$ cat config.mk
export PLATFORM = sky130hd
export DESIGN_NAME = usb_afe_interchip_port_config
export DESIGN_NICKNAME = d
export VERILOG_FILES = /design/src/logic/afe_port_cfg_pkg.sv /design/src/logic/usb_afe_interchip_port_config.sv
export SDC_FILE = /design/constraint.sdc
export NUM_CORES = 1
export LEC_CHECK = 0
export ABC_AREA = 1
export BUFFER_PORTS_ARGS = -buffer_cell sky130_fd_sc_hd__buf_2
export CORE_MARGIN = 8
export CORE_UTILIZATION = 35
export DETAILED_ROUTE_END_ITERATION = 7
export PLACE_DENSITY = 0.65
export SETUP_SLACK_MARGIN = 0.15
export SLEW_MARGIN = 30
export SYNTH_ARGS = -nofsm -noshare
export SYNTH_HDL_FRONTEND = slang
export SYNTH_SLANG_ARGS = --single-unit
export TNS_END_PERCENT = 30
$ cat constraint.sdc
create_clock -name aclk -period 1.4 [get_ports aclk]
set_input_delay 0.21 -clock aclk [delete_from_list [all_inputs] [get_ports aclk]]
set_output_delay 0.21 -clock aclk [all_outputs]
set_load 0.005 [all_outputs]
$ cat src/logic/afe_port_cfg_pkg.sv
package afe_port_cfg_pkg;
  // register byte offsets
  localparam logic [11:0] usb_frontend_upstream_control_off = 12'h0C8;
  localparam logic [11:0] interchip_port_enable_off = 12'h140;
  // front-end control field positions
  localparam int term_enable_bit = 29;
  localparam int squelch_n_bit = 28;
  localparam int disconnect_bit = 27;
  localparam int squelch_tune_lsb = 24;
  localparam int squelch_tune_w = 3;
  // inter-chip enable field positions
  localparam int port_select_bit = 24;
  localparam int impedance_bit = 18;
  localparam int slew_bit = 17;
  localparam int swap_bit = 16;
  // reset values
  localparam logic [2:0] squelch_tune_zero = 3'h0;
  localparam logic term_enable_rst = 1'b0;
  // axi responses
  localparam logic [1:0] resp_okay = 2'h0;
  localparam logic [1:0] resp_slverr = 2'h2;
endpackage

$ cat src/logic/usb_afe_interchip_port_config.sv
`timescale 1ns/1ns
// Functional notes
// - termination bit connects high-speed line termination
// - squelch flag bit 28, read-only, active low
// - three-bit squelch tune field, bits 26:24
// - tune default: eeprom, else otp, else zero
// - usb or lite reset reloads tune image
// - tune field guarded by reset protection
// - port select bit 24: usb or inter-chip
// - port select resets from strap pin level
// - bit 18 selects data/strobe driver impedance
// - bit 17 applies 30% slew adjustment
// - bit 16 swaps data and strobe pins
// - bits 18:16 default and restore from image
module usb_afe_interchip_port_config
  import afe_port_cfg_pkg::*;
(
  input wire logic aclk,
  input wire logic aresetn,
  input wire logic [11:0] s_axi_awaddr,
  input wire logic s_axi_awvalid,
  output logic s_axi_awready,
  input wire logic [31:0] s_axi_wdata,
  input wire logic [3:0] s_axi_wstrb,
  input wire logic s_axi_wvalid,
  output logic s_axi_wready,
  output logic [1:0] s_axi_bresp,
  output logic s_axi_bvalid,
  input wire logic s_axi_bready,
  input wire logic [11:0] s_axi_araddr,
  input wire logic s_axi_arvalid,
  output logic s_axi_arready,
  output logic [31:0] s_axi_rdata,
  output logic [1:0] s_axi_rresp,
  output logic s_axi_rvalid,
  input wire logic s_axi_rready,
  input wire logic usb_reset,
  input wire logic lite_reset,
  input wire logic reset_protect,
  input wire logic eeprom_present,
  input wire logic otp_configured,
  input wire logic [2:0] eeprom_squelch_threshold,
  input wire logic [2:0] otp_squelch_threshold,
  input wire logic [2:0] eeprom_ds_flags,
  input wire logic [2:0] otp_ds_flags,
  input wire logic interchip_select_strap,
  input wire logic afe_squelch_n,
  input wire logic afe_disconnect,
  output logic highspeed_termination_enable,
  output logic [2:0] squelch_trip_tune,
  output logic interchip_port_select,
  output logic data_strobe_impedance_select,
  output logic data_strobe_slew_boost,
  output logic data_strobe_swap
);

  // strap pin: two flops before the select logic reads it
  logic strap_meta;
  logic strap_sync;
  always_ff @(posedge aclk) begin
    strap_meta <= interchip_select_strap;
    strap_sync <= strap_meta;
  end

  // squelch status pin: two flops, read back as bit 28
  logic squelch_meta;
  logic highspeed_squelch_n;
  always_ff @(posedge aclk) begin
    squelch_meta <= afe_squelch_n;
    highspeed_squelch_n <= squelch_meta;
  end

  // disconnect status pin: two flops, reported live
  // the consumer strobes it at the end of a high-speed packet
  logic disc_meta;
  logic highspeed_disconnect_flag;
  always_ff @(posedge aclk) begin
    disc_meta <= afe_disconnect;
    highspeed_disconnect_flag <= disc_meta;
  end

  // one-shot load strobe for the first cycle after reset release;
  // a reset of two edges or more lets the strap synchroniser fill first
  logic strap_pending;
  always_ff @(posedge aclk) begin
    if (!aresetn) begin
      strap_pending <= 1'b1;
    end else begin
      strap_pending <= 1'b0;
    end
  end

  // configuration image selection: eeprom first, otp next, zero last
  // the image inputs are levels that stay put while a reset restores them
  logic [2:0] image_tune;
  logic [2:0] image_ds;
  assign image_tune = eeprom_present ? eeprom_squelch_threshold :
                      otp_configured ? otp_squelch_threshold : squelch_tune_zero;
  assign image_ds = eeprom_present ? eeprom_ds_flags :
                    otp_configured ? otp_ds_flags : 3'h0;

  // usb or lite reset restores the image; protection shields the tune field only
  logic sys_reload;
  logic tune_load;
  logic ds_load;
  assign sys_reload = usb_reset || lite_reset;
  assign tune_load = strap_pending || (sys_reload && !reset_protect);
  assign ds_load = strap_pending || sys_reload;

  // write handshake: each half is held until its partner arrives
  // a response still waiting blocks both channels, so one write is in flight
  logic aw_held;
  logic w_held;
  logic aw_take;
  logic w_take;
  logic b_take;
  logic do_write;
  assign s_axi_awready = !aw_held && !s_axi_bvalid;
  assign s_axi_wready = !w_held && !s_axi_bvalid;
  assign aw_take = s_axi_awvalid && s_axi_awready;
  assign w_take = s_axi_wvalid && s_axi_wready;
  assign b_take = s_axi_bvalid && s_axi_bready;
  assign do_write = aw_held && w_held && !s_axi_bvalid;

  // write address decode on the word address
  logic [11:0] aw_addr;
  logic [11:0] aw_word;
  logic sel_ctrl_w;
  logic sel_ichip_w;
  logic write_hit;
  assign aw_word = {aw_addr[11:2], 2'b00};
  assign sel_ctrl_w = aw_word == usb_frontend_upstream_control_off;
  assign sel_ichip_w = aw_word == interchip_port_enable_off;
  assign write_hit = sel_ctrl_w || sel_ichip_w;

  // per-field write strobes; lane 3 carries bits 31:24, lane 2 bits 23:16
  // a lane left out of the strobe leaves its fields untouched
  logic [31:0] w_data;
  logic [3:0] w_strb;
  logic wr_ctrl_hi;
  logic wr_ichip_hi;
  logic wr_ichip_mid;
  assign wr_ctrl_hi = do_write && sel_ctrl_w && w_strb[3];
  assign wr_ichip_hi = do_write && sel_ichip_w && w_strb[3];
  assign wr_ichip_mid = do_write && sel_ichip_w && w_strb[2];

  // address half of a write
  always_ff @(posedge aclk) begin
    if (!aresetn) begin
      aw_held <= 1'b0;
      aw_addr <= 12'h000;
    end else if (aw_take) begin
      aw_held <= 1'b1;
      aw_addr <= s_axi_awaddr;
    end else if (do_write) begin
      aw_held <= 1'b0;
    end
  end

  // data half of a write
  always_ff @(posedge aclk) begin
    if (!aresetn) begin
      w_held <= 1'b0;
      w_data <= 32'h0000_0000;
      w_strb <= 4'h0;
    end else if (w_take) begin
      w_held <= 1'b1;
      w_data <= s_axi_wdata;
      w_strb <= s_axi_wstrb;
    end else if (do_write) begin
      w_held <= 1'b0;
    end
  end

  // write response valid: raised one cycle after both halves are held
  always_ff @(posedge aclk) begin
    if (!aresetn) begin
      s_axi_bvalid <= 1'b0;
    end else if (do_write) begin
      s_axi_bvalid <= 1'b1;
    end else if (b_take) begin
      s_axi_bvalid <= 1'b0;
    end
  end

  // write response code: unmapped words answer with an error
  always_ff @(posedge aclk) begin
    if (!aresetn) begin
      s_axi_bresp <= resp_okay;
    end else if (do_write) begin
      s_axi_bresp <= write_hit ? resp_okay : resp_slverr;
    end
  end

  // termination enable
  always_ff @(posedge aclk) begin
    if (!aresetn) begin
      highspeed_termination_enable <= term_enable_rst;
    end else if (wr_ctrl_hi) begin
      highspeed_termination_enable <= w_data[term_enable_bit];
    end
  end

  // squelch tune: image after reset and on unprotected reload, else software
  // a reload in the same cycle as a write wins
  always_ff @(posedge aclk) begin
    if (!aresetn) begin
      squelch_trip_tune <= squelch_tune_zero;
    end else if (tune_load) begin
      squelch_trip_tune <= image_tune;
    end else if (wr_ctrl_hi) begin
      squelch_trip_tune <= w_data[squelch_tune_lsb +: squelch_tune_w];
    end
  end

  // port select: strap level after reset, software afterwards
  // a usb or lite reset leaves the selected mode alone
  always_ff @(posedge aclk) begin
    if (!aresetn) begin
      interchip_port_select <= 1'b0;
    end else if (strap_pending) begin
      interchip_port_select <= strap_sync;
    end else if (wr_ichip_hi) begin
      interchip_port_select <= w_data[port_select_bit];
    end
  end

  // driver impedance, slew boost and pin swap
  always_ff @(posedge aclk) begin
    if (!aresetn) begin
      data_strobe_impedance_select <= 1'b0;
      data_strobe_slew_boost <= 1'b0;
      data_strobe_swap <= 1'b0;
    end else if (ds_load) begin
      {data_strobe_impedance_select, data_strobe_slew_boost, data_strobe_swap} <= image_ds;
    end else if (wr_ichip_mid) begin
      data_strobe_impedance_select <= w_data[impedance_bit];
      data_strobe_slew_boost <= w_data[slew_bit];
      data_strobe_swap <= w_data[swap_bit];
    end
  end

  // read address decode and handshake terms
  logic [11:0] ar_word;
  logic sel_ctrl_r;
  logic sel_ichip_r;
  logic read_hit;
  logic ar_take;
  logic r_take;
  assign ar_word = {s_axi_araddr[11:2], 2'b00};
  assign sel_ctrl_r = ar_word == usb_frontend_upstream_control_off;
  assign sel_ichip_r = ar_word == interchip_port_enable_off;
  assign read_hit = sel_ctrl_r || sel_ichip_r;
  assign ar_take = s_axi_arvalid && s_axi_arready;
  assign r_take = s_axi_rvalid && s_axi_rready;

  // read data assembly; reserved bits stay zero
  logic [31:0] ctrl_word;
  logic [31:0] ichip_word;
  always_comb begin
    ctrl_word = 32'h0000_0000;
    ctrl_word[term_enable_bit] = highspeed_termination_enable;
    ctrl_word[squelch_n_bit] = highspeed_squelch_n;
    ctrl_word[disconnect_bit] = highspeed_disconnect_flag;
    ctrl_word[squelch_tune_lsb +: squelch_tune_w] = squelch_trip_tune;
    ichip_word = 32'h0000_0000;
    ichip_word[port_select_bit] = interchip_port_select;
    ichip_word[impedance_bit] = data_strobe_impedance_select;
    ichip_word[slew_bit] = data_strobe_slew_boost;
    ichip_word[swap_bit] = data_strobe_swap;
  end

  // read word and code for the addressed register
  logic [31:0] read_word;
  logic [1:0] read_resp;
  assign read_word = sel_ctrl_r ? ctrl_word : sel_ichip_r ? ichip_word : 32'h0000_0000;
  assign read_resp = read_hit ? resp_okay : resp_slverr;

  // read valid: address taken when no data pending, answer next cycle
  // status bits are captured at that edge and do not follow the pins afterwards
  assign s_axi_arready = !s_axi_rvalid;
  always_ff @(posedge aclk) begin
    if (!aresetn) begin
      s_axi_rvalid <= 1'b0;
    end else if (ar_take) begin
      s_axi_rvalid <= 1'b1;
    end else if (r_take) begin
      s_axi_rvalid <= 1'b0;
    end
  end

  // read payload held until the answer is taken
  always_ff @(posedge aclk) begin
    if (!aresetn) begin
      s_axi_rdata <= 32'h0000_0000;
      s_axi_rresp <= resp_okay;
    end else if (ar_take) begin
      s_axi_rdata <= read_word;
      s_axi_rresp <= read_resp;
    end
  end

endmodule // usb_afe_interchip_port_config

# Yosys cells after proc, flatten, opt, wreduce, memory -nomap -nowiden
# Cells that the tools add are included.
# op_classes
n_mul	0
div_mod_pow	0
n_addsub	0
mux	26
order_cmp	0
reduce_logical	32
shift	0
n_eq_ne	4
bitwise	0
# op_table
cell	count
$mux 30	1
$mux 25	1
$eq 10x6->1 const B	2
$eq 10x7->1 const B	2
$mux 3	6
$mux 1	16
$logic_and 1x1->1	15
$reduce_bool 2->1	7
$logic_not 1->1	5
$logic_or 1x1->1	5
$mux 2	2
# word_totals
latch_bits	0
romBits	0
inputBits	87
memories	0
out_inout_bits	49
word_cells	85
ff_bits	101
ram_bits	0

# Depth between registers and ports, before layout
# Gate-level depths: netlist of run 1.
# logic_depth
ltp_word	6
ltp_mapped	8
ltp_nobuf	8

# Worst setup path before layout of run 1
# OpenSTA, ideal clock, no wires.
# synth_timing
kind	flip-flop to flip-flop
startpoint	register s_axi_bvalid
endpoint	register aw_addr[10]
synth_period_minus_slack_ns	1.085
required_time_ns	1.284
t_arrival_ns	0.970
stages_incl_launch_ff	6
n_path_buf	1
setup_time_ns	0.116
path_slack_ns	0.315
path_cell_list	dfxtp_1 > nor2_1 > nand2_1 > buf_2 > o21ai_0 > nor2_1
# synth_between
elab_chain_cells	3
# synth_rtl
item	line_no	rtl
start: declaration	usb_afe_interchip_port_config.sv:28	output logic s_axi_bvalid,
start signal: assignment	usb_afe_interchip_port_config.sv:178	s_axi_bvalid <= 1'b0;
start signal: assignment	usb_afe_interchip_port_config.sv:180	s_axi_bvalid <= 1'b1;
start signal: assignment	usb_afe_interchip_port_config.sv:182	s_axi_bvalid <= 1'b0;
$logic_not 1->1	usb_afe_interchip_port_config.sv:118	assign s_axi_awready = !aw_held && !s_axi_bvalid;
$logic_and 1x1->1	usb_afe_interchip_port_config.sv:118	
named net s_axi_awready	usb_afe_interchip_port_config.sv:22	output logic s_axi_awready,
$logic_and 1x1->1	usb_afe_interchip_port_config.sv:120	assign aw_take = s_axi_awvalid && s_axi_awready;
end signal: assignment	usb_afe_interchip_port_config.sv:154	aw_addr <= s_axi_awaddr;
end: declaration	usb_afe_interchip_port_config.sv:126	logic [11:0] aw_addr;
# The timed path passes the listed nets, and every way through them passes these cells.
# A chain may end at the register's enable or synchronous reset.

# Worst setup path in the final report of run 1
# layout_timing
startpoint	register aw_addr[10]
endpoint	register squelch_trip_tune[0]
# layout_between
elab_chain_cells	4
# layout_rtl
item	line_no	rtl
$eq 10x6->1	usb_afe_interchip_port_config.sv:132	assign sel_ctrl_w = aw_word == usb_frontend_upstream_control_off;
$logic_and 1x1->1 (2 in a row)	usb_afe_interchip_port_config.sv:143	assign wr_ctrl_hi = do_write && sel_ctrl_w && w_strb[3];
$reduce_bool 2->1 (no source line)	n/a	
end signal: assignment	usb_afe_interchip_port_config.sv:208	squelch_trip_tune <= squelch_tune_zero;
end signal: assignment	usb_afe_interchip_port_config.sv:210	squelch_trip_tune <= image_tune;
end signal: assignment	usb_afe_interchip_port_config.sv:212	squelch_trip_tune <= w_data[squelch_tune_lsb +: squelch_tune_w];
end: declaration	usb_afe_interchip_port_config.sv:50	output logic [2:0] squelch_trip_tune,
# Every way passes these cells.

==> results of run 1 <==
power by group through the flow:
stage | registers [mW] | logic (mW) | clock network, mW
after floorplan | 1.56 | 0.306 | 0
after global placement | 1.57 | 0.409 | 0
after detailed placement | 1.57 | 0.416 | 0
after CTS | 1.54 | 0.425 | 0.852
after global routing | 1.55 | 0.506 | 0.915
final | 1.54 | 0.439 | 0.823
cell families (layout without fill, tap and decap cells):
| logic type | count (synthesis) | count (layout) | share of synthesized area, % |
|---|---|---|---|
| and+or+nand+nor | 152 | 152 | 31.3 |
| other | 1 | 25 | 0.167 |
| buffers and inverters | 58 | 120 | 14.3 |
| DFF | 49 | 49 | 43.7 |
| AOI/OAI and AO/OA | 46 | 46 | 10.5 |
final cells by class:
cell class,instances,share of cell area [%]
Timing Repair Buffer,87,16.6
Multi-Input combinational cell,223,38.2
Clock inverter,2,0.493
Clock buffer,6,2.60
Sequential cell,49,35.3
Inverter,25,3.36
Tap cell,77,3.45
layer usage:
| metal | up-vias | track usage (%) | wire, um | part of all wire (%) |
|---|---|---|---|---|
| met1 | 909 | 13.0 | 2280 | 42 |
| met2 | 71 | 20.0 | 2490 | 46 |
| li1 | 1103 | - | - | - |
| met3 | 7 | 3.67 | 572 | 11 |
| met5 | - | 0 | 0 | 0 |
| met4 | 0 | 5.51 | 85 | 1.6 |
path summary, 6_finish.rpt:
path	start	end	slack, ps	depth (start not counted)
worst max-delay path	aw_addr[10]$_SDFFE_PN0P_	squelch_trip_tune[0]$_SDFFE_PN0P_	170	7
worst min-delay path	s_axi_awaddr[8]	aw_addr[8]$_SDFFE_PN0P_	150	3
worst max register to register	aw_addr[10]$_SDFFE_PN0P_	squelch_trip_tune[0]$_SDFFE_PN0P_	170	7
worst min register to register	disc_meta$_DFF_P_	highspeed_disconnect_flag$_DFF_P_	330	0
sequential cells by signal (all words and copies together) (netlist names), 2 cells and up:
name               flops
aw_addr               10
s_axi_rdata            9
w_data                 7
squelch_trip_tune      3
w_strb                 2
cells in the mapped netlist:
| cell | number | area [um^2] |
|---|---|---|
| a211oi_1 | 1 | 7.51 |
| a21oi_1 | 22 | 110 |
| and3_1 | 1 | 6.26 |
| buf_2 | 2 | 10.0 |
| buf_4 | 27 | 203 |
| clkbuf_1 | 4 | 15.0 |
| conb_1 | 1 | 3.75 |
| dfxtp_1 | 49 | 981 |
| inv_1 | 24 | 90.1 |
| inv_2 | 1 | 3.75 |
| nand2_1 | 61 | 229 |
| nand2_2 | 3 | 18.8 |
| nand3_1 | 21 | 105 |
| nand3_4 | 3 | 52.6 |
| nand4_1 | 9 | 56.3 |
| nor2_1 | 48 | 180 |
| nor2_2 | 2 | 12.5 |
| nor2_4 | 2 | 22.5 |
| nor3_2 | 2 | 20.0 |
| o21a_1 | 1 | 7.51 |
| o21ai_0 | 21 | 105 |
| o21ai_1 | 1 | 5.00 |
per-stage QoR:
stage / power [mW] / area, um^2 / worst slack, ps / instances / util, %
after floorplan: 1.87 / 2330 / 315 / 330 / -
after global placement: 1.98 / 2630 / 157 / 457 / 41.9
after detailed placement: 1.99 / 2630 / 147 / 457 / 41.9
after CTS: 2.82 / 2750 / 179 / 468 / 43.8
after global routing: 2.97 / 2790 / 74.6 / 469 / 44.5
final: 2.80 / 2790 / 172 / 469 / 44.5
critical path, delay by kind of cell, from the launching register on:
| kind | cells | cell delay [ps] |
|---|---|---|
| AOI/OAI and AO/OA | 1 | 120 |
| and+or+nand+nor | 6 | 700 |
| DFF | 1 | 330 |
what timing repair did:
item / CTS / global route
hold buffers: 3 / 0
setup endpoints to repair: 6 / 18
setup buffers: 0 / 1
hold endpoints to repair: 3 / 0
pin swaps: 0 / 9
resized for setup: 1 / 15
cloned: 0 / 0
==> results.toml, run 1 <==
[run_status]
status = "complete, no violations"

[clock_network]
cts_tree = "built"
clk_latency_ps = 300
h-tree-depth = 2
cts_root_buffer = "clkbuf_8"
path_clk_slew_ps = 90
clock-sinks = 49
cts_inserted_buffers = 5
clockBufferDepth = 2

[timing]
fin_crit_ps = 1230
rsz0062_at_grt = "yes"
setup_viol = 0
skew_ps = 9.27
holdWs_ps = 152
fmax_ghz = 0.814
tns_ps = 0
fin_crit_sh_pct = 87.7
hold_viol_final = 0
slew_viol_final = 0

[final_layout]
drive_gt1_share_pct = 30.1
multi_input_area_um2 = 1070
nets = 478
syn2layout_area_growth_pct = 24.4
diodes = 0
final_common_cell = "buf_2"
seq_area_um2 = 985
final_cell_mix = "79 x buf_2, 56 x nand2_1, 46 x nor2_1, 46 x dfxtp_1, 25 x conb_1"
fillers = 669

[routing]
routed_wl_um = 5430
dr.first_iter.drc_count = 51
drc = 0
vias_per_cell = 4.46
dr.pass1.iters = 4
wl_per_cell_um = 11.6
ant_nets = 0
vias = 2090

[global_routing]
antenna_found_initial = 0
grt.overflow.total = 0
track_usage_pct = 11.8
grt_pass1_vias = 1968
grt_max_degree = 17
grt_pass1_wl_um = 8690

[pwr]
leakage_nw = 1.37
peakVddDrop_uv = 449
power_frac_comb_pct = 15.7
internal-power_mw = 2.03
power.net_switching_uw = 778
power_frac_seq_pct = 55.0
clockPowerShare_pct = 29.3
netSwitchingFraction_pct = 27.8
p_per_area_nw_per_um2 = 1000

[setup_path]
worstPathCellList = "nor2_2 > nand2_2 > nor2_4 > nand3_4 > nand2_4 > nand2_2 > a21oi_2"
critPathMaxStageDelay_ps = 330
cpMaxStageDelayCell = "dfxtp_2"
cpMostUsedCell = "nand2_2"
cp.arrival_ps = 1470
endpoint_kind = "flop"
path_max_fanout = 6
worstPathRequired_ps = 1640
cp-start-kind = "flop"
path_class = "flop to flop"

[die]
num_rows = 29
fp.dieW_um = 96.1
initial_core_util_pct = 35.8
fp.dieArea_um2 = 9230
fp.dieH_um = 96.1
core_um2 = 6280
io_pins = 136

[run]
maxCapViolations = 0

[yosys]
netlist_area_um2 = 2240
yosys.cell_types.count = 22
synth.ff_latch_count = 49
synthCells = 306
yosysSeqAreaShare_pct = 43.7
yosysWarnings = 0
syn_avg_cell_area_um2 = 7.34

[placed_design]
gp_congestion = 0.724
io_buffers = 79
hpwlAfterDp_um = 4350

[worst_hold_path]
min_path_type = "input port to flop"
Power figures use the tool's default switching activity.
==> run 2, diff against run 1 <==
--- a/config.mk
+++ b/config.mk
@@ -9,6 +9,7 @@
 export BUFFER_PORTS_ARGS = -buffer_cell sky130_fd_sc_hd__buf_2
 export CORE_MARGIN = 8
 export CORE_UTILIZATION = 35
+export CTS_BUF_LIST = sky130_fd_sc_hd__clkbuf_16
 export DETAILED_ROUTE_END_ITERATION = 7
 export PLACE_DENSITY = 0.65
 export SETUP_SLACK_MARGIN = 0.15
==> run 2 against run 1 <==
  * Clock power increased by 41%
  * Combinational power shrank 3%
  * Final area rose by 0.67%
  * Routed wire length down 1.3%
  * Sequential power hardly changed
  * Count of clock-buffer cells in the layout decreased by 1
  * Global-route usage shrank 0.16 points
  * Maximum frequency increased by 0.58%
  * Clock skew down 1.9 ps
  * Register-to-register slack about the same
  * Total power rose by 12%
  * Critical path type unchanged
  * Highest routed layer unchanged
==> results.toml, run 2 (same netlist as run 1, synthesis figures left out) <==
[worst_hold_path]
hp-start = "afe_disconnect"
min_path_type = "input port to flop"

[placed_design]
dp.cells = 457
io_buffers = 79
gp_congestion = 0.724
dpl_worst_slack_ps = 147
hpwlAfterDp_um = 4350
placed_cell_area_um2 = 2630

[setup_path]
reg2reg_from = "aw_addr[10]$_SDFFE_PN0P_"
cp-start-kind = "flop"
path_max_fanout = 6
worstPathCellList = "nor2_2 > nand2_2 > nor2_4 > nand3_4 > nand2_4 > nand2_2 > a21oi_2"
endpoint_kind = "flop"
cpMaxStageDelayCell = "dfxtp_2"
worstPathRequired_ps = 1620
critical_path.startpoint = "aw_addr[10]$_SDFFE_PN0P_"
critPathMaxStageDelay_ps = 320
cp.arrival_ps = 1440
cpMostUsedCell = "nand2_2"
path_class = "flop to flop"

[timing]
tns_ps = 0
hold_viol_final = 0
fin_crit_sh_pct = 87.2
worst_slack_ps = 179
holdWs_ps = 19.9
setup_viol = 0
slew_viol_final = 0
rsz0062_at_grt = "yes"
skew_ps = 7.36
fin_crit_ps = 1220
fmax_ghz = 0.819

[routing]
vias = 2072
vias_per_cell = 4.45
ant_nets = 0
dr.pass1.iters = 4
dr.first_iter.drc_count = 50
routed_wl_um = 5360
wl_per_cell_um = 11.5
drc = 0

[global_routing]
track_usage_pct = 11.6
grt.overflow.total = 0
grt_pass1_vias = 1956
grt_max_degree = 17
grt_pass1_wl_um = 8650
antenna_found_initial = 0

[final_layout]
final_cell_mix = "79 x buf_2, 57 x nand2_1, 46 x nor2_1, 46 x dfxtp_1"
final_cells = 466
largest_register_ffs = 10
drive_gt1_share_pct = 29.6
reg_top3 = "aw_addr x10, s_axi_rdata x9, w_data x7"
syn2layout_area_growth_pct = 25.2
final_common_cell = "buf_2"
final_cell_area_um2 = 2810
diodes = 0
nets = 475
regMostFlops = "aw_addr"
fin_util_pct = 44.8

[clock_network]
cts_inserted_buffers = 5
cts_tree = "built"
cts_root_buffer = "clkbuf_16"
clk_latency_ps = 290
clock-sinks = 49
clockBufferDepth = 2
cts_hold_buf = 0
path_clk_slew_ps = 70
h-tree-depth = 2

[die]
core_um2 = 6280
fp.dieArea_um2 = 9230
num_rows = 29
io_pins = 136
fp.dieW_um = 96.1
initial_core_util_pct = 35.8
fp.dieH_um = 96.1

[pwr]
clockPowerShare_pct = 37.0
peakVddDrop_uv = 569
power_frac_comb_pct = 13.7
netSwitchingFraction_pct = 25.8
leakage_nw = 1.39
p_per_area_nw_per_um2 = 1110
power_mw = 3.13
power_frac_seq_pct = 49.3
internal-power_mw = 2.32
power.net_switching_uw = 806

[run_status]
status = "complete, no violations"

[run]
maxCapViolations = 0
## run 2: cell count changes in the layout (fill, tap and decap cells not counted), sizes merged
cell,delta
dlygate4sd3,-3
clkbuf,-1
inv,+1
## run 2: path summary, 6_finish.rpt
| path | endpoint | slack [ps] | cells after the start |
|---|---|---|---|
| max | squelch_trip_tune[0]$_SDFFE_PN0P_ | 180 | 7 |
| min | disc_meta$_DFF_P_ | 20 | 1 |
| max reg2reg | squelch_trip_tune[0]$_SDFFE_PN0P_ | 180 | 7 |
| min reg2reg | highspeed_disconnect_flag$_DFF_P_ | 330 | 0 |
## run 2: cell type report
class / count / area [um^2]
Clock buffer: 5 / 125
Clock inverter: 3 / 17.5
Fill cell: 660 / 3470
Inverter: 25 / 93.8
Multi-Input combinational cell: 223 / 1060
Sequential cell: 49 / 985
Tap cell: 77 / 96.3
Timing Repair Buffer: 84 / 433
## run 2: worst max-delay path: cells and delay by family (launching register included)
kind	cells	cell delay [ps]
AOI/OAI and AO/OA	1	120
DFF	1	320
and+or+nand+nor	6	710
## run 2: repair_timing
| item | 4_1_cts | 5_1_grt |
|---|---|---|
| endpoints found under the setup margin | 6 | 17 |
| pin swaps | 0 | 8 |
| gates resized for setup | 1 | 11 |
| setup buffers | 0 | 1 |
## run 2: power by group through the flow
stage	logic [mW]	registers [mW]	clock network, mW
after detailed placement	0.416	1.57	0
after global routing	0.494	1.55	1.26
final	0.428	1.54	1.16
after floorplan	0.306	1.56	0
after global placement	0.409	1.57	0
after CTS	0.419	1.54	1.19
## run 2: metal layers
layer  part of all wire, %  global-route usage [%]  wire length, um
met1                    42                    13.0             2260
met2                    46                    19.9             2460
met3                    11                    4.06              576
met4                   1.1                    3.97               61
met5                     0                       0                0
==> run 3, diff against run 2 <==
--- a/config.mk
+++ b/config.mk
@@ -7,9 +7,9 @@
 export LEC_CHECK = 0
 export ABC_AREA = 1
 export BUFFER_PORTS_ARGS = -buffer_cell sky130_fd_sc_hd__buf_2
-export CORE_MARGIN = 8
+export CORE_MARGIN = 2
 export CORE_UTILIZATION = 35
-export CTS_BUF_LIST = sky130_fd_sc_hd__clkbuf_16
+export CTS_BUF_LIST = sky130_fd_sc_hd__clkbuf_4
 export DETAILED_ROUTE_END_ITERATION = 7
 export PLACE_DENSITY = 0.65
 export SETUP_SLACK_MARGIN = 0.15
==> constraint.sdc (replaced) <==
create_clock -name aclk -period 1.2 [get_ports aclk]
set_input_delay 0.18 -clock aclk [delete_from_list [all_inputs] [get_ports aclk]]
set_output_delay 0.18 -clock aclk [all_outputs]
set_load 0.005 [all_outputs]
==> run 3 against run 2 <==
  * The run now ends with setup timing left
  * Clock skew is 0.81 ps lower
  * Clock power is 19% lower
  * Maximum frequency is 1.3% higher
  * Via count is 2.9% higher
  * Combinational power is 32% higher
  * Critical path depth stayed put
  * Total power is 6.1% higher
  * Hold slack better by 41 ps
  * Final cell count is 1.7% higher
  * Sequential cell count stayed put
  * Critical endpoint is now squelch_trip_tune[1]$_SDFFE_PN0P_
  * Highest routed layer unchanged
==> results.toml, run 3 (same netlist as run 1, synthesis figures left out) <==
[final_layout]
nets = 483
final_cells = 474
fin_util_pct = 46.8
final_cell_mix = "74 x buf_2, 56 x nand2_1, 44 x nor2_1"
diodes = 0
drive_gt1_share_pct = 37.0
reg_top3 = "aw_addr x10, s_axi_rdata x9, w_data x7"
regMostFlops = "aw_addr"
syn2layout_area_growth_pct = 30.9
largest_register_ffs = 10
final_common_cell = "buf_2"

[die]
core_um2 = 6280
fp.dieH_um = 84.1
fp.dieArea_um2 = 7070
initial_core_util_pct = 35.8
fp.dieW_um = 84.1
io_pins = 136
num_rows = 29

[placed_design]
dp.cells = 461
io_buffers = 79
hpwlAfterDp_um = 3790
gp_congestion = 0.750

[timing]
hold_viol_final = 0
skew_ps = 6.55
fin_crit_ps = 1200
rsz0062_at_grt = "yes"
fin_crit_sh_pct = 100
setup_viol = 3
slew_viol_final = 0
worst_slack_ps = -4.96
fmax_ghz = 0.830

[routing]
routed_wl_um = 4950
drc = 0
wl_per_cell_um = 10.4
dr.first_iter.drc_count = 82
vias_per_cell = 4.50
ant_nets = 0
dr.pass1.iters = 4
vias = 2133

[pwr]
leakage_nw = 1.41
peakVddDrop_uv = 642
p_per_area_nw_per_um2 = 1130

[setup_path]
cp-start-kind = "flop"
r2r_end = "squelch_trip_tune[1]$_SDFFE_PN0P_"
critical_path.startpoint = "aw_addr[2]$_SDFFE_PN0P_"
cp.arrival_ps = 1490
reg2reg_from = "aw_addr[2]$_SDFFE_PN0P_"
endpoint_kind = "flop"
path_class = "flop to flop"
r2r_cells = 7
path_max_fanout = 6
worstPathRequired_ps = 1490
reg2reg_slack_ps = -5

[run]
maxCapViolations = 0

[clock_network]
clockBufferDepth = 2
path_clk_slew_ps = 130
cts_inserted_buffers = 5
clock-sinks = 49
h-tree-depth = 2
clk_latency_ps = 350
cts_tree = "built"
cts_root_buffer = "clkbuf_4"

[global_routing]
grt.overflow.total = 0
track_usage_pct = 13.7
antenna_found_initial = 0
grt_max_degree = 17
grt_pass1_vias = 1928
grt_pass1_wl_um = 7960

[worst_hold_path]
min_path_type = "input port to flop"
hp-start = "s_axi_awaddr[9]"
hold_path_depth = 3
hold_path_end = "aw_addr[9]$_SDFFE_PN0P_"

[run_status]
violations = "setup timing"
status = "finished with violations"
-- run 3: timing repair --
| action | 4_1_cts | 5_1_grt |
|---|---|---|
| hold buffers | 3 | 0 |
| endpoints found under the hold margin | 3 | 0 |
| resized for setup | 24 | 36 |
| setup endpoints to repair | 46 | 58 |
| pin swaps | 2 | 30 |
| setup buffers | 0 | 2 |
-- run 3: cell type report --
class	instances	area, um^2
repair buffers	92	544
multi-input cells	223	1110
clock buffers	6	45.0
fillers	663	3340
inverters	25	100
well taps	77	96.3
clock inverters	2	33.8
flip-flops and latches	49	1010
-- run 3: critical path: stages (launching register included) --
cell and delay, ps:
dfxtp_2 350, nor2_2 110, nand2_2 70, nor2_4 210, nand3_4 140, nand2_4 100, nand2_1 50, a21oi_1 110
-- run 3: per-layer routing --
layer / track usage, % / vias up / part of all wire [%]
met1: 15.5 / 945 / 41
met5: 0 / - / 0
li1: - / 1116 / -
met3: 4.15 / 4 / 6.9
met2: 24.9 / 68 / 51
met4: 3.52 / 0 / 0.63
-- run 3: worst max path at each step --
stage,end,slack [ps],cells past startpoint
detailed placement,squelch_trip_tune[0]$_SDFFE_PN0P_,20,7
finish,squelch_trip_tune[1]$_SDFFE_PN0P_,-5,7
global placement,squelch_trip_tune[0]$_SDFFE_PN0P_,40,7
CTS,squelch_trip_tune[0]$_SDFFE_PN0P_,-8,7
floorplan,squelch_trip_tune[0]$_SDFFE_PN0P_,140,7
global route,squelch_trip_tune[0]$_SDFFE_PN0P_,-110,7
-- run 3: power by group --
part | switching [mW] | total [mW] | internal, mW
sequential | 0.0737 | 1.81 | 1.74
combinational | 0.311 | 0.564 | 0.252
clock | 0.488 | 0.945 | 0.457
-- run 3: metrics by stage --
step	setup slack, ps	hold WS, ps	setup TNS (ps)	power (mW)	cell area [um^2]
2_1_floorplan	144	208	0	2.18	2340
3_3_place_gp	36.8	285	0	2.33	2680
3_5_place_dp	18.4	285	0	2.34	2680
4_1_cts	-7.79	58.9	-15.3	3.32	2830
5_1_grt	-106	62.3	-709	3.52	2940
6_report	-4.96	61.1	-9.04	3.32	2940
